`config.mk`:
```
export PLATFORM = sky130hd
export DESIGN_NAME = smc_regs
export DESIGN_NICKNAME = d
export VERILOG_FILES = /design/src/rtl/smc_pkg.sv /design/src/rtl/smc_link_if.sv /design/src/rtl/smc_shadow_loader.sv /design/src/rtl/smc_pin_gate.sv /design/src/rtl/smc_regs.sv
export SDC_FILE = /design/constraint.sdc
export NUM_CORES = 1
export LEC_CHECK = 0
export ABC_AREA = 1
export BUFFER_PORTS_ARGS = -buffer_cell sky130_fd_sc_hd__buf_4
export CAP_MARGIN = 25
export CORE_MARGIN = 3
export CORE_UTILIZATION = 59
export DETAILED_ROUTE_END_ITERATION = 10
export PLACE_DENSITY_LB_ADDON = 0.15
export RECOVER_POWER = 100
export SLEW_MARGIN = 20
export SYNTH_ARGS = -nofsm -noshare
export SYNTH_HDL_FRONTEND = slang
export SYNTH_SLANG_ARGS = --single-unit
```
`constraint.sdc`:
```
create_clock -name CLK_SYS_I -period 1.7 [get_ports CLK_SYS_I]
set_input_delay 0 -clock CLK_SYS_I [delete_from_list [all_inputs] [get_ports CLK_SYS_I]]
set_output_delay 0 -clock CLK_SYS_I [all_outputs]
set_load 0.01 [all_outputs]
```
`src/rtl/smc_pkg.sv`:
```
// constants for the accelerometer mode and control register bank
// assumes a byte-wide register port driven by the serial protocol engine
//
// Overview of operation
// RL1 - Bit 7 of the speed/polarity/range register picks high speed (1) or fast (0) bus mode and resets to 1.
// RL2 - Bit 6 sets both interrupt pins active low (0, reset) or active high (1).
// RL3 - The two-bit range field selects 2 g (01), 4 g (10) or 8 g (11), and the register resets to 0x81.
// RL4 - With the ready-output disable bit (power control bit 2) set, the sample ready pin is held at 0.
// RL5 - The temperature disable bit (power control bit 1) or standby stops temperature processing.
// RL6 - The standby bit (power control bit 0) resets to 1 and halts both datapaths; writing 0 starts measurement.
// RL7 - Entering standby resets the digital functions, FIFO pointers among them.
// RL8 - The host changes configuration only in standby, except the high-pass filter setting.
// RL9 - A high-pass filter setting change is accepted and applied while measuring.
// RL10 - Self test register bit 0 enables self test mode and resets to 0.
// RL11 - Self test register bit 1 applies the self test force and resets to 0.
// RL12 - Writing 0x52 to the write-only soft reset register resets the device like power-on.
// RL13 - After power-on or soft reset the factory store is loaded into shadow registers used by the logic.
// RL14 - The host should read shadow registers 0x50 to 0x54 after power-up and keep them as reference.
// RL15 - After each soft reset the host should re-read them and reset again until they match.
// RL16 - Reserved bits read as zero and ignore writes.

package smc_pkg;
  // register offsets
  localparam logic [7:0] ADDR_RANGE = 8'h2c;
  localparam logic [7:0] ADDR_POWER = 8'h2d;
  localparam logic [7:0] ADDR_SELF = 8'h2e;
  localparam logic [7:0] ADDR_SRST = 8'h2f;
  localparam logic [7:0] ADDR_SHADOW_FIRST = 8'h50;
  localparam logic [7:0] ADDR_SHADOW_LAST = 8'h54;
  localparam int SHADOW_COUNT = 5;

  // reset values and the soft reset code
  localparam logic [7:0] RST_RANGE = 8'h81;
  localparam logic [7:0] RST_POWER = 8'h01;
  localparam logic [7:0] RST_SELF = 8'h00;
  localparam logic [2:0] RST_HPF = 3'h0;
  localparam logic [7:0] SRST_CODE = 8'h52;

  // writable bits; everything else is reserved
  localparam logic [7:0] MASK_RANGE = 8'hc3;
  localparam logic [7:0] MASK_POWER = 8'h07;
  localparam logic [7:0] MASK_SELF = 8'h03;

  // field positions
  localparam int BIT_BUS_SPEED = 7;
  localparam int BIT_IRQ_POL = 6;
  localparam int RANGE_LSB = 0;
  localparam int BIT_READY_OFF = 2;
  localparam int BIT_TEMP_OFF = 1;
  localparam int BIT_STANDBY = 0;
  localparam int BIT_ST_MODE = 0;
  localparam int BIT_ST_FORCE = 1;

  typedef enum logic {LD_IDLE, LD_FETCH} smc_load_state_t;
endpackage

```
`src/rtl/smc_link_if.sv`:
```
// carrier between the register bank, the shadow loader and the pin stage
// assumes all three sit on the one system clock
`timescale 1ns/1ps
`default_nettype none

interface smc_link_if;
  logic start;
  logic busy;
  logic [2:0] rd_idx;
  logic [7:0] rd_byte;
  logic irq_polarity;
  logic ready_off;
  logic standby;

  modport ctl (output start, rd_idx, irq_polarity, ready_off, standby, input busy, rd_byte);
  modport loader (input start, rd_idx, output busy, rd_byte);
  modport gate (input irq_polarity, ready_off, standby);
endinterface

`default_nettype wire

```
`src/rtl/smc_shadow_loader.sv`:
```
// copies the factory store into the shadow registers after power-on or soft reset
// assumes the factory store answers combinationally in the cycle of the read strobe
`timescale 1ns/1ps
`default_nettype none

module smc_shadow_loader #(
  parameter int COUNT = smc_pkg::SHADOW_COUNT
) (
  input wire logic clk_i,
  input wire logic rst_n_i,
  smc_link_if.loader link,
  output logic [2:0] factory_addr_o,
  output logic factory_rd_o,
  input wire logic [7:0] factory_data_i
);
  smc_pkg::smc_load_state_t state, next_state;
  logic [7:0] shadow [COUNT];
  logic [7:0] next_shadow [COUNT];
  logic [2:0] idx, next_idx;
  logic pending, next_pending;
  logic busy, next_busy;
  logic rd, next_rd;

  assign link.busy = busy;
  assign link.rd_byte = (int'(link.rd_idx) < COUNT) ? shadow[link.rd_idx] : 8'h00;
  assign factory_addr_o = idx;
  assign factory_rd_o = rd;

  always_comb begin
    next_state = state;
    next_shadow = shadow;
    next_idx = idx;
    next_pending = pending | link.start;
    next_busy = busy;
    next_rd = 1'b0;
    unique case (state)
      smc_pkg::LD_IDLE: begin
        // power-on leaves pending set so the first edges load the store
        if (next_pending) begin
          next_state = smc_pkg::LD_FETCH;
          next_idx = 3'h0;
          next_pending = 1'b0;
          next_busy = 1'b1;
          next_rd = 1'b1;
        end
      end
      smc_pkg::LD_FETCH: begin
        // RL13 shadow byte capture
        next_shadow[idx] = factory_data_i;
        if (int'(idx) == COUNT - 1) begin
          if (next_pending) begin
            // a soft reset taken during the load starts a fresh pass with no idle gap
            next_idx = 3'h0;
            next_pending = 1'b0;
            next_rd = 1'b1;
          end else begin
            next_state = smc_pkg::LD_IDLE;
            next_busy = 1'b0;
          end
        end else begin
          next_idx = idx + 3'h1;
          next_rd = 1'b1;
        end
      end
    endcase
  end

  always_ff @(posedge clk_i or negedge rst_n_i) begin
    if (!rst_n_i) begin
      state <= smc_pkg::LD_IDLE;
      idx <= 3'h0;
      pending <= 1'b1;
      busy <= 1'b0;
      rd <= 1'b0;
      for (int i = 0; i < COUNT; i++) begin
        shadow[i] <= 8'h00;
      end
    end else begin
      state <= next_state;
      idx <= next_idx;
      pending <= next_pending;
      busy <= next_busy;
      rd <= next_rd;
      shadow <= next_shadow;
    end
  end

  a_shadow_capture: assert property (@(posedge clk_i) disable iff (!rst_n_i) // RL13
    (state == smc_pkg::LD_FETCH) |=> shadow[$past(idx)] == $past(factory_data_i))
    else $error("shadow byte not taken from factory store");

  a_load_length: assert property (@(posedge clk_i) disable iff (!rst_n_i) // RL13
    (state == smc_pkg::LD_IDLE && next_state == smc_pkg::LD_FETCH && !link.start) ##1 !link.start [*5]
      |=> !busy)
    else $error("shadow load did not finish in five cycles");
endmodule

`default_nettype wire

```
`src/rtl/smc_pin_gate.sv`:
```
// drives the interrupt and sample ready pins from internal active-high events
// assumes the event inputs are synchronous single-clock levels
`timescale 1ns/1ps
`default_nettype none

module smc_pin_gate (
  input wire logic clk_i,
  input wire logic rst_n_i,
  smc_link_if.gate link,
  input wire logic irq_one_i,
  input wire logic irq_two_i,
  input wire logic data_ready_i,
  output logic irq_line_one_o,
  output logic irq_line_two_o,
  output logic sample_ready_pin_o
);
  logic next_one, next_two, next_ready;

  always_comb begin
    // RL2 pin polarity
    next_one = irq_one_i ~^ link.irq_polarity;
    next_two = irq_two_i ~^ link.irq_polarity;
    // RL4 ready pin forced low
    next_ready = data_ready_i & ~link.ready_off & ~link.standby;
  end

  // reset polarity is active low, so idle interrupt pins start high and the sample ready pin starts low
  always_ff @(posedge clk_i or negedge rst_n_i) begin
    if (!rst_n_i) begin
      irq_line_one_o <= 1'b1;
      irq_line_two_o <= 1'b1;
      sample_ready_pin_o <= 1'b0;
    end else begin
      irq_line_one_o <= next_one;
      irq_line_two_o <= next_two;
      sample_ready_pin_o <= next_ready;
    end
  end

  a_irq_polarity: assert property (@(posedge clk_i) disable iff (!rst_n_i) // RL2
    1'b1 |=> irq_line_one_o == ($past(irq_one_i) ~^ $past(link.irq_polarity))
      && irq_line_two_o == ($past(irq_two_i) ~^ $past(link.irq_polarity)))
    else $error("interrupt pin polarity wrong");

  a_ready_forced: assert property (@(posedge clk_i) disable iff (!rst_n_i) // RL4
    (link.ready_off || link.standby) |=> !sample_ready_pin_o)
    else $error("sample ready pin not held low");
endmodule

`default_nettype wire

```
`src/rtl/smc_regs.sv`:
```
// mode and control register bank of the accelerometer
// assumes the serial engine gives one-cycle read and write strobes with address and data
`timescale 1ns/1ps
`default_nettype none

module smc_regs (
  // clock and reset
  input wire logic CLK_SYS_I,
  input wire logic RESETN_I,
  // register port
  input wire logic [7:0] REG_ADDR_I,
  input wire logic [7:0] REG_WDATA_I,
  input wire logic REG_WR_I,
  input wire logic REG_RD_I,
  output logic [7:0] REG_RDATA_O,
  output logic REG_RVALID_O,
  // high-pass filter setting from its own register
  input wire logic HPF_WR_I,
  input wire logic [2:0] HPF_CODE_I,
  output logic [2:0] HPF_CODE_O,
  // configuration towards the sensor
  output logic BUS_SPEED_SELECT_O,
  output logic IRQ_POLARITY_O,
  output logic [1:0] RANGE_O,
  output logic STANDBY_O,
  output logic ACCEL_ENABLE_O,
  output logic TEMP_ENABLE_O,
  output logic DIGITAL_RESET_O,
  output logic SELFTEST_MODE_ENABLE_O,
  output logic SELFTEST_FORCE_ENABLE_O,
  // factory store and shadow load
  output logic [2:0] FACTORY_ADDR_O,
  output logic FACTORY_RD_O,
  input wire logic [7:0] FACTORY_DATA_I,
  output logic LOAD_BUSY_O,
  // pins
  input wire logic IRQ_ONE_EVENT_I,
  input wire logic IRQ_TWO_EVENT_I,
  input wire logic DATA_READY_I,
  output logic IRQ_LINE_ONE_O,
  output logic IRQ_LINE_TWO_O,
  output logic SAMPLE_READY_PIN_O
);
  smc_link_if link ();

  logic [7:0] reg_range, next_range;
  logic [7:0] reg_power, next_power;
  logic [7:0] reg_self, next_self;
  logic [2:0] hpf, next_hpf;
  logic soft_req, next_soft_req;
  logic temp_en, next_temp_en;
  logic accel_en, next_accel_en;
  logic dig_rst, next_dig_rst;
  logic [7:0] rdata, next_rdata;
  logic rvalid, next_rvalid;

  assign BUS_SPEED_SELECT_O = reg_range[smc_pkg::BIT_BUS_SPEED];
  assign IRQ_POLARITY_O = reg_range[smc_pkg::BIT_IRQ_POL];
  assign RANGE_O = reg_range[smc_pkg::RANGE_LSB +: 2];
  assign STANDBY_O = reg_power[smc_pkg::BIT_STANDBY];
  assign ACCEL_ENABLE_O = accel_en;
  assign TEMP_ENABLE_O = temp_en;
  assign DIGITAL_RESET_O = dig_rst;
  assign SELFTEST_MODE_ENABLE_O = reg_self[smc_pkg::BIT_ST_MODE];
  assign SELFTEST_FORCE_ENABLE_O = reg_self[smc_pkg::BIT_ST_FORCE];
  assign HPF_CODE_O = hpf;
  assign REG_RDATA_O = rdata;
  assign REG_RVALID_O = rvalid;
  assign LOAD_BUSY_O = link.busy;

  assign link.start = soft_req;
  assign link.rd_idx = 3'(REG_ADDR_I - smc_pkg::ADDR_SHADOW_FIRST);
  assign link.irq_polarity = reg_range[smc_pkg::BIT_IRQ_POL];
  assign link.ready_off = reg_power[smc_pkg::BIT_READY_OFF];
  assign link.standby = reg_power[smc_pkg::BIT_STANDBY];

  // register writes; the bank never blocks a write in measurement mode,
  // keeping configuration still while measuring is left to the host
  always_comb begin
    next_range = reg_range;
    next_power = reg_power;
    next_self = reg_self;
    next_hpf = hpf;
    next_soft_req = 1'b0;
    if (soft_req) begin
      // RL12 soft reset restores power-on values
      next_range = smc_pkg::RST_RANGE;
      next_power = smc_pkg::RST_POWER;
      next_self = smc_pkg::RST_SELF;
      next_hpf = smc_pkg::RST_HPF;
    end else begin
      if (REG_WR_I) begin
        unique case (REG_ADDR_I)
          // RL1 RL2 RL3 speed polarity range
          smc_pkg::ADDR_RANGE: next_range = REG_WDATA_I & smc_pkg::MASK_RANGE;
          // RL6 standby and measurement
          smc_pkg::ADDR_POWER: next_power = REG_WDATA_I & smc_pkg::MASK_POWER;
          // RL10 RL11 self test bits
          smc_pkg::ADDR_SELF: next_self = REG_WDATA_I & smc_pkg::MASK_SELF;
          // RL12 reset code check
          smc_pkg::ADDR_SRST: next_soft_req = (REG_WDATA_I == smc_pkg::SRST_CODE);
          default: begin
          end
        endcase
      end
      // RL9 filter change applies in any mode
      if (HPF_WR_I) begin
        next_hpf = HPF_CODE_I;
      end
    end
  end

  // derived controls, registered so the outputs come from flops
  always_comb begin
    // RL5 temperature stop
    next_temp_en = ~next_power[smc_pkg::BIT_STANDBY] & ~next_power[smc_pkg::BIT_TEMP_OFF];
    // RL6 measurement enable kept in its own flop
    next_accel_en = ~next_power[smc_pkg::BIT_STANDBY];
    // RL7 digital functions held reset in standby
    next_dig_rst = next_power[smc_pkg::BIT_STANDBY] | soft_req;
  end

  // reads; reserved bits are zero in storage, write-only and unmapped read zero
  always_comb begin
    next_rvalid = REG_RD_I;
    next_rdata = rdata;
    if (REG_RD_I) begin
      if (REG_ADDR_I >= smc_pkg::ADDR_SHADOW_FIRST && REG_ADDR_I <= smc_pkg::ADDR_SHADOW_LAST) begin
        // RL14 shadow registers visible to the host
        next_rdata = link.rd_byte;
      end else begin
        unique case (REG_ADDR_I)
          smc_pkg::ADDR_RANGE: next_rdata = reg_range;
          smc_pkg::ADDR_POWER: next_rdata = reg_power;
          smc_pkg::ADDR_SELF: next_rdata = reg_self;
          // RL16 reserved and write-only read zero
          default: next_rdata = 8'h00;
        endcase
      end
    end
  end

  always_ff @(posedge CLK_SYS_I or negedge RESETN_I) begin
    if (!RESETN_I) begin
      reg_range <= smc_pkg::RST_RANGE;
      reg_power <= smc_pkg::RST_POWER;
      reg_self <= smc_pkg::RST_SELF;
      hpf <= smc_pkg::RST_HPF;
      soft_req <= 1'b0;
    end else begin
      reg_range <= next_range;
      reg_power <= next_power;
      reg_self <= next_self;
      hpf <= next_hpf;
      soft_req <= next_soft_req;
    end
  end

  always_ff @(posedge CLK_SYS_I or negedge RESETN_I) begin
    if (!RESETN_I) begin
      temp_en <= 1'b0;
      accel_en <= 1'b0;
      dig_rst <= 1'b1;
    end else begin
      temp_en <= next_temp_en;
      accel_en <= next_accel_en;
      dig_rst <= next_dig_rst;
    end
  end

  always_ff @(posedge CLK_SYS_I or negedge RESETN_I) begin
    if (!RESETN_I) begin
      rdata <= 8'h00;
      rvalid <= 1'b0;
    end else begin
      rdata <= next_rdata;
      rvalid <= next_rvalid;
    end
  end

  smc_shadow_loader #(
    .COUNT(smc_pkg::SHADOW_COUNT)
  ) u_loader (
    .clk_i(CLK_SYS_I),
    .rst_n_i(RESETN_I),
    .link(link.loader),
    .factory_addr_o(FACTORY_ADDR_O),
    .factory_rd_o(FACTORY_RD_O),
    .factory_data_i(FACTORY_DATA_I)
  );

  smc_pin_gate u_pins (
    .clk_i(CLK_SYS_I),
    .rst_n_i(RESETN_I),
    .link(link.gate),
    .irq_one_i(IRQ_ONE_EVENT_I),
    .irq_two_i(IRQ_TWO_EVENT_I),
    .data_ready_i(DATA_READY_I),
    .irq_line_one_o(IRQ_LINE_ONE_O),
    .irq_line_two_o(IRQ_LINE_TWO_O),
    .sample_ready_pin_o(SAMPLE_READY_PIN_O)
  );

  a_range_write: assert property (@(posedge CLK_SYS_I) disable iff (!RESETN_I) // RL3
    (REG_WR_I && REG_ADDR_I == smc_pkg::ADDR_RANGE && !soft_req)
      |=> RANGE_O == $past(REG_WDATA_I[1:0]) && BUS_SPEED_SELECT_O == $past(REG_WDATA_I[7])
        && IRQ_POLARITY_O == $past(REG_WDATA_I[6]))
    else $error("range register write not applied");

  a_soft_defaults: assert property (@(posedge CLK_SYS_I) disable iff (!RESETN_I) // RL12
    soft_req |=> reg_range == 8'h81 && reg_power == 8'h01 && reg_self == 8'h00 && BUS_SPEED_SELECT_O)
    else $error("soft reset did not restore defaults");

  a_soft_code: assert property (@(posedge CLK_SYS_I) disable iff (!RESETN_I) // RL12
    (REG_WR_I && REG_ADDR_I == smc_pkg::ADDR_SRST && !soft_req) |=> soft_req == ($past(REG_WDATA_I) == 8'h52))
    else $error("soft reset code decode wrong");

  a_soft_reload: assert property (@(posedge CLK_SYS_I) disable iff (!RESETN_I) // RL13
    soft_req |=> LOAD_BUSY_O && DIGITAL_RESET_O)
    else $error("soft reset did not start shadow load");

  a_temp_stop: assert property (@(posedge CLK_SYS_I) disable iff (!RESETN_I) // RL5
    (reg_power[smc_pkg::BIT_STANDBY] || reg_power[smc_pkg::BIT_TEMP_OFF]) |-> !TEMP_ENABLE_O)
    else $error("temperature processing not stopped");

  a_standby_halt: assert property (@(posedge CLK_SYS_I) disable iff (!RESETN_I) // RL6
    (REG_WR_I && REG_ADDR_I == smc_pkg::ADDR_POWER && !soft_req)
      |=> STANDBY_O == $past(REG_WDATA_I[0]) && ACCEL_ENABLE_O == !$past(REG_WDATA_I[0]))
    else $error("standby control not applied");

  a_enter_standby: assert property (@(posedge CLK_SYS_I) disable iff (!RESETN_I) // RL7
    $rose(STANDBY_O) |-> DIGITAL_RESET_O ##1 DIGITAL_RESET_O || !STANDBY_O)
    else $error("digital reset missing on standby entry");

  a_hpf_measure: assert property (@(posedge CLK_SYS_I) disable iff (!RESETN_I) // RL9
    (HPF_WR_I && !soft_req) |=> HPF_CODE_O == $past(HPF_CODE_I))
    else $error("filter setting not applied");

  a_selftest_bits: assert property (@(posedge CLK_SYS_I) disable iff (!RESETN_I) // RL10
    (REG_WR_I && REG_ADDR_I == smc_pkg::ADDR_SELF && !soft_req)
      |=> SELFTEST_MODE_ENABLE_O == $past(REG_WDATA_I[0]) && SELFTEST_FORCE_ENABLE_O == $past(REG_WDATA_I[1]))
    else $error("self test bits not applied");

  a_reserved_zero: assert property (@(posedge CLK_SYS_I) disable iff (!RESETN_I) // RL16
    (REG_RD_I && (REG_ADDR_I == smc_pkg::ADDR_RANGE || REG_ADDR_I == smc_pkg::ADDR_POWER
      || REG_ADDR_I == smc_pkg::ADDR_SELF || REG_ADDR_I == smc_pkg::ADDR_SRST))
      |=> REG_RVALID_O && (REG_RDATA_O & ~($past(REG_ADDR_I) == smc_pkg::ADDR_RANGE ? 8'hc3
        : $past(REG_ADDR_I) == smc_pkg::ADDR_POWER ? 8'h07
        : $past(REG_ADDR_I) == smc_pkg::ADDR_SELF ? 8'h03 : 8'h00)) == 8'h00)
    else $error("reserved bits read nonzero");

  a_read_answer: assert property (@(posedge CLK_SYS_I) disable iff (!RESETN_I) // RL14
    REG_RD_I |=> REG_RVALID_O)
    else $error("read answer missing");

  a_read_quiet: assert property (@(posedge CLK_SYS_I) disable iff (!RESETN_I) // RL14
    !REG_RD_I |=> !REG_RVALID_O)
    else $error("read answer without a read");

  a_shadow_read: assert property (@(posedge CLK_SYS_I) disable iff (!RESETN_I) // RL14
    (REG_RD_I && REG_ADDR_I >= smc_pkg::ADDR_SHADOW_FIRST && REG_ADDR_I <= smc_pkg::ADDR_SHADOW_LAST)
      |=> REG_RDATA_O == $past(link.rd_byte))
    else $error("shadow register read wrong");

  a_srst_read: assert property (@(posedge CLK_SYS_I) disable iff (!RESETN_I) // RL12
    (REG_RD_I && REG_ADDR_I == smc_pkg::ADDR_SRST) |=> REG_RDATA_O == 8'h00)
    else $error("write-only register read nonzero");

  a_config_hold: assert property (@(posedge CLK_SYS_I) disable iff (!RESETN_I) // RL16
    (!soft_req && !(REG_WR_I && (REG_ADDR_I == smc_pkg::ADDR_RANGE || REG_ADDR_I == smc_pkg::ADDR_POWER
      || REG_ADDR_I == smc_pkg::ADDR_SELF))) |=> $stable(reg_range) && $stable(reg_power) && $stable(reg_self))
    else $error("configuration changed without a write");

  a_power_mask: assert property (@(posedge CLK_SYS_I) disable iff (!RESETN_I) // RL16
    (REG_WR_I && REG_ADDR_I == smc_pkg::ADDR_POWER && !soft_req) |=> reg_power == ($past(REG_WDATA_I) & 8'h07))
    else $error("power control reserved bits stored");

  a_reserved_store: assert property (@(posedge CLK_SYS_I) disable iff (!RESETN_I) // RL16
    1'b1 |-> (reg_range & ~smc_pkg::MASK_RANGE) == 8'h00 && (reg_power & ~smc_pkg::MASK_POWER) == 8'h00
      && (reg_self & ~smc_pkg::MASK_SELF) == 8'h00)
    else $error("reserved bit stored");

  a_accel_follow: assert property (@(posedge CLK_SYS_I) disable iff (!RESETN_I) // RL6
    1'b1 |-> ACCEL_ENABLE_O != STANDBY_O)
    else $error("acceleration enable disagrees with standby");

  a_temp_run: assert property (@(posedge CLK_SYS_I) disable iff (!RESETN_I) // RL5
    (!reg_power[smc_pkg::BIT_STANDBY] && !reg_power[smc_pkg::BIT_TEMP_OFF]) |-> TEMP_ENABLE_O)
    else $error("temperature processing stopped while enabled");

  a_measure_release: assert property (@(posedge CLK_SYS_I) disable iff (!RESETN_I) // RL7
    (!reg_power[smc_pkg::BIT_STANDBY] && !$past(soft_req)) |-> !DIGITAL_RESET_O)
    else $error("digital reset held while measuring");

  a_hpf_hold: assert property (@(posedge CLK_SYS_I) disable iff (!RESETN_I) // RL9
    (!HPF_WR_I && !soft_req) |=> $stable(HPF_CODE_O))
    else $error("filter setting changed without a write");

  a_soft_hpf: assert property (@(posedge CLK_SYS_I) disable iff (!RESETN_I) // RL12
    soft_req |=> HPF_CODE_O == 3'h0)
    else $error("soft reset did not clear filter setting");

  a_soft_single: assert property (@(posedge CLK_SYS_I) disable iff (!RESETN_I) // RL12
    soft_req |=> !soft_req)
    else $error("soft reset request longer than one cycle");

  a_ready_pass: assert property (@(posedge CLK_SYS_I) disable iff (!RESETN_I) // RL4
    (!link.ready_off && !link.standby) |=> SAMPLE_READY_PIN_O == $past(DATA_READY_I))
    else $error("sample ready pin not following data ready");
endmodule

`default_nettype wire

```
# Word-level counts from Yosys, hierarchy flattened
# Cells that the tools add are included.
# word_totals
register_bits	89
inputBits	35
out_inout_bits	30
elab_cells	100
# classes
n_addsub	2
order_cmp	6
eq_ne	9
muxes	35
n_bitwise	14
reduce_logical	11
# ops
operator	count
$mux W8	14
$bwmux W40	1
$eq A8 B6 Y1 const B	4
$bmux W8 S3	1
$demux W8 S3	1
$pmux W8 S3	1
$mux W3	4
$reduce_bool A2 Y1	5
$mux W1	9
$eq A8 B7 Y1 const B	1
$ge A4 B4 Y1 const B	2
$ge A8 B7 Y1 const B	1
$le A8 B7 Y1 const B	1
$not A3 Y4	2
$pmux W1 S2	3
$pmux W3 S2	1
$reduce_and A2 Y1	3
$not A1 Y1	5
$lt A4 B1 Y1 const B	1
$ne A2 B2 Y1 const B	2
$add A3 B1 Y3 const B	1
$and A1 B1 Y1	3
$eq A3 B3 Y1 const B	1
$lt A3 B3 Y1 const B	1
6 further kinds	9

# Depth between registers and ports, before layout
# Gate-level depths: netlist of run 1.
# logic_depth
word_depth	7
ltp_mapped	9
ltp_nobuf	9

# By module
# A second synthesis of run 1 with hierarchy kept.
# hier_totals
hier_cells	452
area_unflattened_um2	3701.0
# modules_own_cells
module	n_inst	cells_each	area_per_inst_um2	seq_area_each_um2
smc_shadow_loader	1	292	2344.7	1152.4
smc_regs	1	145	1233.7	630.6
smc_pin_gate	1	15	122.6	77.6

# Worst setup path after synthesis of run 1
# Ideal clock, no wire load.
# synth_path
path_type	register to register
from	register u_loader.idx[1] (netlist: u_loader.factory_addr_o[1])
to	register u_loader.busy (netlist: u_loader.link.busy)
setup_time_ns	0.135
arrival_ns	1.104
t_required_ns	1.565
setup_slack_ns	0.461
path_stages_with_launch	8
n_path_buf	0
synth_period_minus_slack_ns	1.239
path_cell_list	dfrtp_1 inv_1 ha_1 nand2_1 nand2_1 nand2_1 nand2_1 o21ai_0
# synth_via
elab_chain_len	3
# synth_lines
element	line_no	source
start, declared	smc_shadow_loader.sv:19	logic [2:0] idx, next_idx;
start signal, assigned	smc_shadow_loader.sv:80	idx <= next_idx;
$eq A3 B3 Y1	smc_shadow_loader.sv:50	if (int'(idx) == COUNT - 1) begin
$ne A2 B2 Y1 (no line)	--	
$reduce_and A3 Y1 (no line)	--	
end signal, assigned	smc_shadow_loader.sv:82	busy <= next_busy;
end, declared	smc_shadow_loader.sv:21	logic busy, next_busy;
# No other way between the ends.
# A chain may end at the register's enable or synchronous reset.

# Worst setup path after layout of run 1
# layout_path
from	register soft_req (netlist: link.start)
to	register hpf[1] (netlist: HPF_CODE_O[1])
# layout_via
elab_chain_len	1
word_cells_on_any_way	2
classes_between	mux: 1; reduce/logical: 1
# layout_lines
element	line_no	source
start, declared	smc_regs.sv:50	logic soft_req, next_soft_req;
start signal, assigned	smc_regs.sv:155	soft_req <= next_soft_req;
$mux W3 or $reduce_bool A2 Y1 (tied branches)	--	
end signal, assigned	smc_regs.sv:148	hpf <= smc_pkg::RST_HPF;
end signal, assigned	smc_regs.sv:154	hpf <= next_hpf;
end, declared	smc_regs.sv:49	logic [2:0] hpf, next_hpf;
# Several ways; a longest one is shown, not always the timed one.

==> results of run 1 <==
==> routing by layer <==
layer | part of all wire | wire length, µm | up-vias
met3 | 0.058 | 517 | 27
li1 | - | - | 1471
met1 | 0.42 | 3760 | 1427
met2 | 0.49 | 4360 | 114
met5 | 0 | 0 | -
met4 | 0.032 | 282 | 0
==> registers in the layout (all words and copies together), names as in the netlist, 2 cells and up <==
signal                   flops
u_loader.shadow             40
REG_RDATA_O                  8
reg_range                    4
HPF_CODE_O                   3
reg_power                    3
u_loader.factory_addr_o      3
reg_self                     2
==> layout make-up <==
| type | instances | area, µm² | area share |
|---|---|---|---|
| tap | 72 | 90.1 | 0.0210 |
| sequential | 74 | 1860 | 0.434 |
| timing repair buffer | 93 | 648 | 0.151 |
| clock inverter | 6 | 91.3 | 0.0213 |
| clock buffer | 10 | 128 | 0.0297 |
| multi-input combinational | 272 | 1320 | 0.308 |
| inverter | 40 | 154 | 0.0359 |
==> placed cells by master, fill, tap and decap left out, types with 2 or more instances in the layout <==
| cell | synthesis | layout |
|---|---|---|
| sky130_fd_sc_hd__o31ai_1 | 3 | 3 |
| sky130_fd_sc_hd__nor3_1 | 2 | 2 |
| sky130_fd_sc_hd__o21ai_1 | 4 | 4 |
| sky130_fd_sc_hd__nand4_1 | 8 | 8 |
| sky130_fd_sc_hd__inv_2 | 4 | 4 |
| sky130_fd_sc_hd__o211ai_1 | 2 | 2 |
| sky130_fd_sc_hd__bufinv_16 | 0 | 2 |
| sky130_fd_sc_hd__nand2_2 | 6 | 6 |
| sky130_fd_sc_hd__nand3_4 | 2 | 2 |
| sky130_fd_sc_hd__buf_4 | 1 | 35 |
| sky130_fd_sc_hd__dfrtp_1 | 67 | 67 |
| sky130_fd_sc_hd__clkinvlp_4 | 0 | 4 |
| sky130_fd_sc_hd__dfstp_1 | 0 | 2 |
| sky130_fd_sc_hd__clkbuf_1 | 1 | 31 |
| sky130_fd_sc_hd__nor2_1 | 32 | 32 |
| sky130_fd_sc_hd__nand3_1 | 18 | 18 |
| sky130_fd_sc_hd__ha_1 | 2 | 2 |
| sky130_fd_sc_hd__clkbuf_8 | 0 | 9 |
| sky130_fd_sc_hd__o21ai_0 | 48 | 48 |
| sky130_fd_sc_hd__xnor2_1 | 2 | 2 |
| sky130_fd_sc_hd__nor2_4 | 5 | 5 |
| sky130_fd_sc_hd__inv_1 | 36 | 35 |
| sky130_fd_sc_hd__nand2_1 | 113 | 113 |
| sky130_fd_sc_hd__dfstp_2 | 7 | 5 |
| sky130_fd_sc_hd__dlygate4sd3_1 | 0 | 26 |
| sky130_fd_sc_hd__a21oi_1 | 19 | 19 |
==> worst register-to-register path: stages, from the launching register on <==
cell and delay (ns):
sky130_fd_sc_hd__dfrtp_1 0.56, sky130_fd_sc_hd__clkinvlp_4 0.23, sky130_fd_sc_hd__nand3_1 0.10, sky130_fd_sc_hd__dlygate4sd3_1 0.54
sky130_fd_sc_hd__o21ai_0 0.09
==> kinds of logic after synthesis <==
group / count (synthesis)
compound gates: 78
xor+xnor: 2
fa+ha+maj: 2
buf+inv: 50
flops: 74
simple gates: 190
==> worst max path at each step <==
stage,from,endpoint,slack [ns],depth (start not counted)
final,link.start$_DFF_PN0_,HPF_CODE_O[1]$_DFFE_PN0P_,0.05,4
after CTS,link.start$_DFF_PN0_,HPF_CODE_O[1]$_DFFE_PN0P_,0.07,4
after global routing,link.start$_DFF_PN0_,HPF_CODE_O[1]$_DFFE_PN0P_,-0.04,4
after global placement,u_loader.factory_addr_o[0]$_DFF_PN0_,u_loader.factory_addr_o[1]$_DFF_PN0_,0.42,6
after detailed placement,u_loader.factory_addr_o[2]$_DFF_PN0_,u_loader.shadow[26]$_DFFE_PN0P_,0.34,3
after floorplan,u_loader.factory_addr_o[1]$_DFF_PN0_,u_loader.link.busy$_DFFE_PN0P_,0.46,7
==> stage by stage <==
stage | TNS [ns] | util | instance area [µm²] | total power [mW]
6_report | 0 | 0.775 | 4290 | 3.73
5_1_grt | -0.0887 | 0.775 | 4290 | 3.85
4_1_cts | 0 | 0.794 | 4400 | 3.76
3_5_place_dp | 0 | 0.708 | 3920 | 2.23
3_3_place_gp | 0 | 0.708 | 3920 | 2.22
2_1_floorplan | 0 | - | 3410 | 2.02
==> report_power, final <==
group	switching (mW)	internal [mW]	leakage, nW
clock	0.680	0.828	0.0987
sequential	0.0265	1.81	0.784
combinational	0.225	0.157	1.27
==> timing repair <==
item	4_1_cts	5_1_grt
setup endpoints to repair	0	4
buffers inserted	0	1
resized for setup	0	2
hold endpoints to repair	84	0
hold buffers	26	0
==> results.txt, run 1 <==
hold crit path type -> in -> reg
Worst VDD drop -> 564 µV
worst reg2reg path depth -> 4
WS Path Type -> reg -> reg
Synth cell types -> 29
hold path start -> FACTORY_DATA_I[3]
total overflow reported by the global router -> 0
Layout Cells excl Fill -> 567
Worst Path Max Fanout -> 9
syn_area_per_cell -> 8.60 µm²
placer congestion estimate -> 0.869
number of global-route vias before repair -> 3,011
transition time of the tightest slew-check pin -> 0.889 ns
detailed-route vias per instance -> 5.36
worst setup slack before clock tree synthesis -> 0.338 ns
area added between synthesis and finish -> 26.0%
mux share of post-synthesis cell area -> 0
top area cells in the synthesized netlist -> sky130_fd_sc_hd__dfrtp_1, sky130_fd_sc_hd__nand2_1, sky130_fd_sc_hd__o21ai_0, sky130_fd_sc_hd__dfstp_2, sky130_fd_sc_hd__inv_1
r2r setup slk -> 0.05 ns
pwr/cell area -> 868 nW/µm²
depth of the worst hold-timing path -> 3
critical path's top delay family -> buffers and inverters
horizontal extent of the die -> 82.0 µm
number of max-cap violations -> 0
count of synthesis-stage warnings from yosys -> 0
Syn Nets -> 433
post-synthesis compound-gate area fraction -> 0.122
origin of the critical flop-to-flop path -> link.start$_DFF_PN0_
number of filler instances in the final layout -> 403
H-tree levels -> 3
Die Height -> 82.0 µm
leading cell type by number of instances after synthesis -> sky130_fd_sc_hd__nand2_1
number of nets with antenna violations after detailed routing -> 0
Slowest cell on crit path -> sky130_fd_sc_hd__dfrtp_1
dominant combinational cell family by area after synthesis -> simple AND/OR/NAND/NOR gates
core area -> 5540 µm²
worst hold slack -> 0.00918 ns
endpoint of the most critical register-to-register path -> HPF_CODE_O[1]$_DFFE_PN0P_
data required time at the worst endpoint -> 1.93 ns
Hold Crit Endpoint -> u_loader.shadow[11]$_DFFE_PN0P_
detailed-route wire length -> 8.91 mm
via count -> 3,039
Main synth FF type -> sky130_fd_sc_hd__dfrtp_1
final critical delay including setup and external delays -> 1.65 ns
clock latency on the worst-skew pair -> 0.36 ns
global route hottest layer -> met2
GR met2 Demand/Resource -> 0.473
final setup fails -> 0
first-pass GRT wire length -> 14.2 mm
proportion of register bits with asynchronous set or reset after synthesis -> 1.00
die area -> 6720 µm²
final clock period utilization by the worst path -> 0.968
floorplan row count -> 27
most instantiated cells after synthesis -> sky130_fd_sc_hd__nand2_1, sky130_fd_sc_hd__dfrtp_1, sky130_fd_sc_hd__o21ai_0
buffer and inverter count on the worst path -> 2
clock root buffer -> sky130_fd_sc_hd__clkbuf_8
final setup margin -> 0.0548 ns
run status -> finished, final reports clean
nets -> 527
largest area contributor in the netlist -> sky130_fd_sc_hd__dfrtp_1
Initial DRT Pass Iterations -> 4
leakage component of the power -> 2.15 nW
count of flip-flops with a built-in enable after synthesis -> 0
simple-gate portion of the synthesized area -> 0.252
total clock buffers created by CTS -> 9
Worst Setup Start Kind -> register
CP Cell Sequence -> clkinvlp_4 -> nand3_1 -> dlygate4sd3_1 -> o21ai_0
highest achievable clock rate -> 0.608 GHz
number of buffer cells added on primary ports -> 64
detailed-route DRC error count -> 0
average wire per standard cell -> 15.7 µm
effective utilization at floorplan -> 0.615
clock transition at the registers of the reported paths -> 0.08 ns
post-synthesis instance area -> 3410 µm²
met3 capacity usage during global routing -> 0.0592
largest net degree at the start of global routing -> 39
DPL Wire Length -> 5.78 mm
initial antenna violation count -> 0
met1 demand-to-capacity share in global routing -> 0.350
portion of synthesized cell area occupied by the leading cell type -> 0.492
Global Route Usage Sum -> 0.288
share of synthesized cell area in full adder, half adder and majority cells -> 0.00734
post-synthesis cell count -> 396
number of primary I/O pins -> 65
deepest clock path buffer count -> 2
sequential cell area fraction in the yosys report -> 0.546
normalized max-slew margin -> 0.407
post-synthesis register bit count -> 74
Post-Route Skew -> 0.00826 ns
final hold vios -> 0
drt initial violations -> 227
fraction of final layout cells sized beyond drive strength 1 -> 0.164
data arrival time of the worst path -> 1.88 ns
number of max-slew violations in the final report -> 0
Crit path largest cell delay -> 0.56 ns
CP Capture Type -> register
number of sinks on the clock net -> 74
final antenna diode count -> 0
Post-Synth XOR/XNOR Area -> 0.00514
Placed Cells -> 524
clock tree from TritonCTS -> yes
Power figures use the tool's default switching activity.
==> run 2, diff against run 1 <==
- CORE_UTILIZATION: 59 -> 60
- MAX_ROUTING_LAYER: not set -> met4
- SYNTH_HIERARCHICAL: not set -> 1
==> results.txt, run 2 <==
Main synth FF type -> sky130_fd_sc_hd__dfrtp_1
number of sinks on the clock net -> 74 (unchanged)
final setup fails -> 0 (unchanged)
initial antenna violation count -> 0 (unchanged)
Worst VDD drop -> 686 µV (+22%)
proportion of register bits with asynchronous set or reset after synthesis -> 1.00 (unchanged)
r2r setup slk -> 0.13 ns (+0.08 ns)
post-synthesis cell count -> 452 (+14%)
post-synthesis register bit count -> 74 (unchanged)
buffer and inverter count on the worst path -> 3 (+1)
final clock period utilization by the worst path -> 0.934 (-0.0341)
part of the total power dissipated in the clock network -> 0.410 (+0.005)
critical path's top delay family -> buffers and inverters
Slowest cell on crit path -> sky130_fd_sc_hd__dlygate4sd3_1
sequential fraction of design power -> 0.486 (-0.007)
Worst Setup Start Kind -> input port
sequential cell area fraction in the yosys report -> 0.503 (-0.0434)
deepest clock path buffer count -> 2 (unchanged)
Crit path largest cell delay -> 0.61 ns (+0.05 ns)
CP Capture Type -> register
final antenna diode count -> 0 (unchanged)
clock root buffer -> sky130_fd_sc_hd__clkbuf_8
Post-Synth XOR/XNOR Area -> 0 (-0.00514)
number of global-route vias before repair -> 3,469 (+15%)
post-layout instance area -> 4500 µm² (+4.8%)
area added between synthesis and finish -> 21.5%
post-synthesis compound-gate area fraction -> 0.0984 (-0.0232)
via count -> 3,324 (+9.4%)
effective utilization at floorplan -> 0.644 (+0.0295)
number of max-slew violations in the final report -> 0 (unchanged)
share of synthesized cell area in full adder, half adder and majority cells -> 0.00676 (-0.000584)
DPL Wire Length -> 6.20 mm (+7.3%)
number of nets with antenna violations after detailed routing -> 0 (unchanged)
clock latency on the worst-skew pair -> 0.35 ns (about the same)
origin of the critical flop-to-flop path -> link.start$_DFF_PN0_
count of flip-flops with a built-in enable after synthesis -> 0 (unchanged)
worst hold slack -> -0.00625 ns (-0.0154 ns)
final hold vios -> 1 (+1)
count of synthesis-stage warnings from yosys -> 6 (+6)
Synth cell types -> 30 (+3.4%)
number of max-cap violations -> 0 (unchanged)
commonest cells after routing, fill and taps aside -> sky130_fd_sc_hd__nand2_1, sky130_fd_sc_hd__dfrtp_1, sky130_fd_sc_hd__inv_1
highest achievable clock rate -> 0.630 GHz (+3.7%)
proportion of power drawn by combinational gates -> 0.104 (+0.002)
die area -> 7150 µm² (+6.3%)
most instantiated cells after synthesis -> sky130_fd_sc_hd__nand2_1, sky130_fd_sc_hd__dfrtp_1, sky130_fd_sc_hd__inv_1
WS Path Type -> in -> reg
Crit. Startpoint -> REG_WDATA_I[7]
simple-gate portion of the synthesized area -> 0.294 (+0.0426)
CP Depth -> 6 (+2)
number of filler instances in the final layout -> 443 (+9.9%)
H-tree levels -> 3 (unchanged)
clock tree from TritonCTS -> yes
largest area contributor in the netlist -> sky130_fd_sc_hd__dfrtp_1
Worst Path Max Fanout -> 2 (-7)
endpoint of the most critical register-to-register path -> HPF_CODE_O[2]$_DFFE_PN0P_
CP Cell Sequence -> dlygate4sd3_1 -> clkbuf_2 -> nor4_1 -> nand3_1 -> dlygate4sd3_1 -> nor2_1
top area cells in the synthesized netlist -> sky130_fd_sc_hd__dfrtp_1, sky130_fd_sc_hd__nand2_1, sky130_fd_sc_hd__inv_1, sky130_fd_sc_hd__nand3_1, sky130_fd_sc_hd__dfstp_2
post-synthesis instance area -> 3700 µm² (+8.6%)
largest net degree at the start of global routing -> 55 (+41%)
data arrival time of the worst path -> 1.87 ns (about the same)
total negative slack -> 0 ns (unchanged)
setup repair bufs after CTS -> 0 (unchanged)
total overflow reported by the global router -> 0 (unchanged)
pwr/cell area -> 841 nW/µm² (-3.1%)
violated checks -> negative hold slack
core area -> 5740 µm² (+3.7%)
final critical delay including setup and external delays -> 1.59 ns (-0.0580 ns)
final setup margin -> 0.113 ns (+0.0580 ns)
detailed-route DRC error count -> 0 (unchanged)
average wire per standard cell -> 15.2 µm (-3.3%)
power dissipated by switching net loads -> 904 µW (-2.9%)
run status -> finished, violations left
transition time of the tightest slew-check pin -> 1.16 ns (+0.269 ns)
Syn Nets -> 489 (+13%)
total clock buffers created by CTS -> 9 (unchanged)
detailed-route wire length -> 9.44 mm (+5.9%)
internal power of the cells -> 2.88 mW (+3.1%)
cell with the most instances on the worst path -> sky130_fd_sc_hd__dlygate4sd3_1
placer congestion estimate -> 0.972 (+12%)
Top reg by flops -> u_loader/shadow
nets -> 581 (+10%)
Initial DRT Pass Iterations -> 5 (+1)
normalized max-slew margin -> 0.228 (-0.179)
Sw Share -> 0.239 (-0.0111)
Post-DP Area -> 4210 µm² (+7.4%)
horizontal extent of the die -> 84.5 µm (+3.1%)
syn_area_per_cell -> 8.19 µm² (-4.8%)
fraction of final layout cells sized beyond drive strength 1 -> 0.151 (-0.0125)
floorplan row count -> 27 (unchanged)
Largest register FFs -> 40 (unchanged)
area occupied by multi-input gates -> 1400 µm² (+5.7%)
Global Route Usage Sum -> 0.295 (+0.00694)
leakage component of the power -> 2.48 nW (+15%)
leading cell type by number of instances after synthesis -> sky130_fd_sc_hd__nand2_1
Reg area -> 1860 µm² (about the same)
endpoint of the most critical setup path -> link.start$_DFF_PN0_
first-pass GRT wire length -> 16.3 mm (+15%)
setup repair after global routing missed its margin -> no
number of primary I/O pins -> 65 (unchanged)
mux share of post-synthesis cell area -> 0 (unchanged)
worst reg2reg path depth -> 5 (+1)
drt initial violations -> 354 (+56%)
hold crit path type -> in -> reg
commonest non-fill, non-tap cell in the layout -> sky130_fd_sc_hd__nand2_1
worst setup slack before clock tree synthesis -> 0.357 ns (+0.0194 ns)
detailed-route vias per instance -> 5.35 (-0.13%)
clock transition at the registers of the reported paths -> 0.08 ns (about the same)
number of buffer cells added on primary ports -> 64 (unchanged)
Die Height -> 84.5 µm (+3.1%)
dominant combinational cell family by area after synthesis -> simple AND/OR/NAND/NOR gates
Post-Route Skew -> 0.00865 ns (+0.000390 ns)
data required time at the worst endpoint -> 1.98 ns (+0.05 ns)
portion of synthesized cell area occupied by the leading cell type -> 0.453 (-0.0391)
depth of the worst hold-timing path -> 3 (unchanged)
[run 2: cell types whose count changed in the layout (fill, tap and decap cells not counted), sizes merged, moves of 2 or more]
| cell | delta |
|---|---|
| xnor2 | -2 |
| nor2 | -12 |
| nand2 | +35 |
| nand3 | +25 |
| inv | +29 |
| a31oi | +3 |
| o211ai | -3 |
| o31ai | -3 |
| clkinvlp | -2 |
| o21ai | +2 |
| buf | +2 |
| nand4 | -5 |
| a21oi | -17 |
[run 2: worst min-delay path by stage]
stage / from / slack (ns) / endpoint
floorplan: RESETN_I / -0.30 / ACCEL_ENABLE_O$_DFF_PN0_
global placement: RESETN_I / -0.1 / u_loader/shadow[38]$_DFFE_PN0P_
detailed placement: RESETN_I / -0.10 / u_loader/shadow[31]$_DFFE_PN0P_
CTS: FACTORY_DATA_I[6] / 0.01 / u_loader/shadow[6]$_DFFE_PN0P_
global route: FACTORY_DATA_I[6] / 0.003 / u_loader/shadow[6]$_DFFE_PN0P_
finish: FACTORY_DATA_I[6] / -0.006 / u_loader/shadow[6]$_DFFE_PN0P_
[run 2: metrics by stage]
| step | power, mW | util | instances | hold WS (ns) |
|---|---|---|---|---|
| CTS | 3.83 | 0.817 | 621 | 0.00987 |
| global route | 3.93 | 0.783 | 621 | 0.00289 |
| floorplan | 2.04 | - | 452 | -0.296 |
| global placement | 2.25 | 0.734 | 580 | -0.0972 |
| detailed placement | 2.26 | 0.734 | 580 | -0.101 |
| finish | 3.78 | 0.783 | 621 | -0.00625 |
[run 2: worst register-to-register path, delay by kind of cell (launching register included)]
kind	cells	cell delay, ns
AND/OR/NAND/NOR	1	0.08
buffers and inverters	3	0.87
flip-flops	1	0.48
AO/OA/AOI/OAI	1	0.07
[run 2: cell families after synthesis]
| family | Yosys count |
|---|---|
| buffers and inverters | 82 |
| adders and majority gates | 2 |
| AOI/OAI and AO/OA | 60 |
| DFF | 74 |
| and+or+nand+nor | 234 |
[run 2: layer usage]
layer	part of all wire	global-route usage	vias to the layer above	wire length, µm
li1	-	-	1591	-
met4	0.022	0.104	0	206
met2	0.51	0.485	126	4780
met1	0.41	0.358	1584	3910
met5	0	-	-	0
met3	0.059	0.0658	23	554
[run 2: layout make-up]
| cell class | instances | area share |
|---|---|---|
| clock buffer | 12 | 0.0345 |
| inverter | 70 | 0.0584 |
| multi-input combinational | 296 | 0.310 |
| timing repair buffer | 93 | 0.146 |
| sequential | 74 | 0.414 |
| clock inverter | 4 | 0.0167 |
| tap | 72 | 0.0200 |
[run 2: power groups by stage]
stage | sequential (mW) | clock, mW | combinational, mW
after global routing | 1.85 | 1.65 | 0.436
after global placement | 1.87 | 0 | 0.373
after CTS | 1.84 | 1.57 | 0.426
after detailed placement | 1.88 | 0 | 0.381
final | 1.84 | 1.55 | 0.393
after floorplan | 1.89 | 0 | 0.151
[run 2: timing repair]
action                                  in CTS  in global routing
gates resized for setup                      0                  2
hold buffers                                25                  0
endpoints found under the setup margin       0                  4
endpoints found under the hold margin      105                  0
==> run 3, diff against run 2 <==
- CORE_UTILIZATION: 60 -> 56
- clock period: 1.7 -> 1.5 ns (I/O delays scaled with it)
==> results.txt, run 3 (same netlist as run 2, synthesis figures left out) <==
Largest register FFs -> 40 (unchanged)
via count -> 3,243 (-2.4%)
Initial DRT Pass Iterations -> 5 (unchanged)
initial antenna violation count -> 0 (unchanged)
highest achievable clock rate -> 0.694 GHz
effective utilization at floorplan -> 0.600 (-0.0442)
largest net degree at the start of global routing -> 44 (-20%)
core area -> 6170 µm² (+7.4%)
origin of the critical flop-to-flop path -> u_loader/factory_addr_o[2]$_DFF_PN0_
clock transition at the registers of the reported paths -> 0.07 ns (about the same)
final clock period utilization by the worst path -> 0.961
met1 demand-to-capacity share in global routing -> 0.356 (-0.00164)
floorplan row count -> 28 (+3.7%)
final critical delay including setup and external delays -> 1.44 ns
leakage component of the power -> 2.48 nW (about the same)
number of max-cap violations -> 0 (unchanged)
commonest non-fill, non-tap cell in the layout -> sky130_fd_sc_hd__nand2_1
data required time at the worst endpoint -> 1.77 ns (-0.21 ns)
horizontal extent of the die -> 87.3 µm (+3.3%)
CP Cell Sequence -> dlygate4sd3_1 -> clkbuf_4 -> nor4_1 -> dlygate4sd3_1 -> nand3_1 -> nor2_1
number of sinks on the clock net -> 74 (unchanged)
Slowest cell on crit path -> sky130_fd_sc_hd__dlygate4sd3_1
area added between synthesis and finish -> 20.0%
transition time of the tightest slew-check pin -> 1.08 ns (-0.0751 ns)
number of global-route vias before repair -> 3,153 (-9.1%)
worst hold slack -> -0.0124 ns (-0.00612 ns)
average wire per standard cell -> 14.5 µm (-4.8%)
commonest cells after routing, fill and taps aside -> sky130_fd_sc_hd__nand2_1, sky130_fd_sc_hd__dfrtp_1, sky130_fd_sc_hd__inv_1
Worst Path Max Fanout -> 2 (unchanged)
worst reg2reg path depth -> 4 (-1)
number of primary I/O pins -> 65 (unchanged)
run status -> finished, violations left
total power after layout -> 4.04 mW (+6.7%)
cell with the most instances on the worst path -> sky130_fd_sc_hd__dlygate4sd3_1
worst setup slack before clock tree synthesis -> 0.0580 ns (-0.299 ns)
fraction of final layout cells sized beyond drive strength 1 -> 0.166 (+0.0152)
final setup margin -> 0.0584 ns (-0.0544 ns)
total negative slack -> 0 ns (unchanged)
Crit path largest cell delay -> 0.58 ns (-0.03 ns)
nets -> 579 (-0.34%)
Hold Crit Endpoint -> u_loader/shadow[19]$_DFFE_PN0P_
data arrival time of the worst path -> 1.71 ns (-0.16 ns)
number of nets with antenna violations after detailed routing -> 0 (unchanged)
Die Height -> 87.3 µm (+3.3%)
detailed-route vias per instance -> 5.21 (-2.6%)
setup repair bufs after CTS -> 0 (unchanged)
die area -> 7620 µm² (+6.6%)
setup repair after global routing missed its margin -> no
normalized max-slew margin -> 0.278 (+0.0500)
Post-Route Skew -> 0.0106 ns (+0.00195 ns)
clock tree from TritonCTS -> yes
detailed-route wire length -> 9.00 mm (-4.7%)
pwr/cell area -> 909 nW/µm² (+8.1%)
Global Route Usage Sum -> 0.263 (-0.0315)
placer congestion estimate -> 0.869 (-11%)
clock latency on the worst-skew pair -> 0.34 ns (about the same)
depth of the worst hold-timing path -> 3 (unchanged)
hold path start -> FACTORY_DATA_I[3]
met3 capacity usage during global routing -> 0.0568 (-0.00899)
clock root buffer -> sky130_fd_sc_hd__clkbuf_8
global route hottest layer -> met2
hold crit path type -> in -> reg
detailed-route DRC error count -> 0 (unchanged)
drt initial violations -> 262 (-26%)
number of buffer cells added on primary ports -> 64 (unchanged)
deepest clock path buffer count -> 2 (unchanged)
endpoint of the most critical register-to-register path -> u_loader/shadow[13]$_DFFE_PN0P_
violated checks -> negative hold slack
final antenna diode count -> 0 (unchanged)
Worst Setup Start Kind -> input port
DPL Wire Length -> 6.37 mm (+2.8%)
final hold vios -> 5 (+4)
total clock buffers created by CTS -> 9 (unchanged)
WS Path Type -> in -> reg
r2r setup slk -> 0.12 ns (about the same)
Top reg by flops -> u_loader/shadow
GR met2 Demand/Resource -> 0.393 (-0.0923)
first-pass GRT wire length -> 14.9 mm (-8.4%)
H-tree levels -> 3 (unchanged)
CP Capture Type -> register
number of max-slew violations in the final report -> 0 (unchanged)
Worst VDD drop -> 667 µV (-2.7%)
final setup fails -> 0 (unchanged)
total overflow reported by the global router -> 0 (unchanged)
run 3: cell types whose count changed in the layout (fill, tap and decap cells not counted), sizes merged:
cell	previous run	this run
bufinv	2	1
dlygate4sd3	25	18
clkbuf	43	46
buf	37	40
clkinv	2	4
clkinvlp	2	0
run 3: power by group:
group          internal, mW  switching, mW
clock network         0.811          0.698
registers              2.05         0.0348
logic                 0.180          0.261
run 3: worst max-delay path: cells and delay by family:
family | cells | cell delay [ns]
buffers and inverters | 3 | 1.28
AND/OR/NAND/NOR | 3 | 0.42
run 3: final cells by class:
| type | instances | area (µm²) |
|---|---|---|
| clock buffer | 13 | 149 |
| timing repair buffer | 91 | 626 |
| inverter | 70 | 263 |
| fill | 527 | 1730 |
| multi-input combinational | 296 | 1410 |
| tap | 75 | 93.8 |
| sequential | 74 | 1860 |
| clock inverter | 3 | 40.0 |
run 3: worst max-delay path by stage:
| stage | start | end | slack, ns | depth (start not counted) |
|---|---|---|---|---|
| 2_1_floorplan | u_loader/factory_addr_o[0]$_DFF_PN0_ | u_loader/factory_addr_o[0]$_DFF_PN0_ | 0.26 | 6 |
| 3_3_place_gp | u_loader/factory_rd_o$_DFF_PN0_ | u_loader/shadow[5]$_DFFE_PN0P_ | 0.25 | 5 |
| 3_5_place_dp | u_loader/factory_addr_o[0]$_DFF_PN0_ | u_loader/factory_addr_o[2]$_DFF_PN0_ | 0.06 | 7 |
| 4_1_cts | u_loader/factory_addr_o[0]$_DFF_PN0_ | u_loader/factory_addr_o[2]$_DFF_PN0_ | 0.06 | 7 |
| 5_1_grt | RESETN_I | u_loader/shadow[8]$_DFFE_PN0P_ | 0.02 | 3 |
| 6_report | REG_WDATA_I[7] | link.start$_DFF_PN0_ | 0.06 | 6 |
run 3: per-stage QoR:
| step | util | area, µm² | cells | hold WS, ns |
|---|---|---|---|---|
| 6_report | 0.720 | 4440 | 622 | -0.0124 |
| 5_1_grt | 0.720 | 4440 | 622 | -0.0100 |
| 3_5_place_dp | 0.690 | 4260 | 588 | 0.0345 |
| 3_3_place_gp | 0.690 | 4260 | 588 | 0.0267 |
| 2_1_floorplan | - | 3700 | 452 | -0.296 |
| 4_1_cts | 0.750 | 4620 | 622 | 0.00620 |
run 3: repair_timing:
| action | 4_1_cts | 5_1_grt |
|---|---|---|
| hold buffers | 18 | 0 |
| hold endpoints to repair | 54 | 0 |
| gates resized for setup | 0 | 4 |
| setup endpoints to repair | 0 | 3 |
run 3: layer usage:
metal / vias to the layer above / wire, µm
li1: 1595 / -
met1: 1532 / 4060
met2: 99 / 4250
met3: 17 / 481
met4: 0 / 202
met5: - / 0
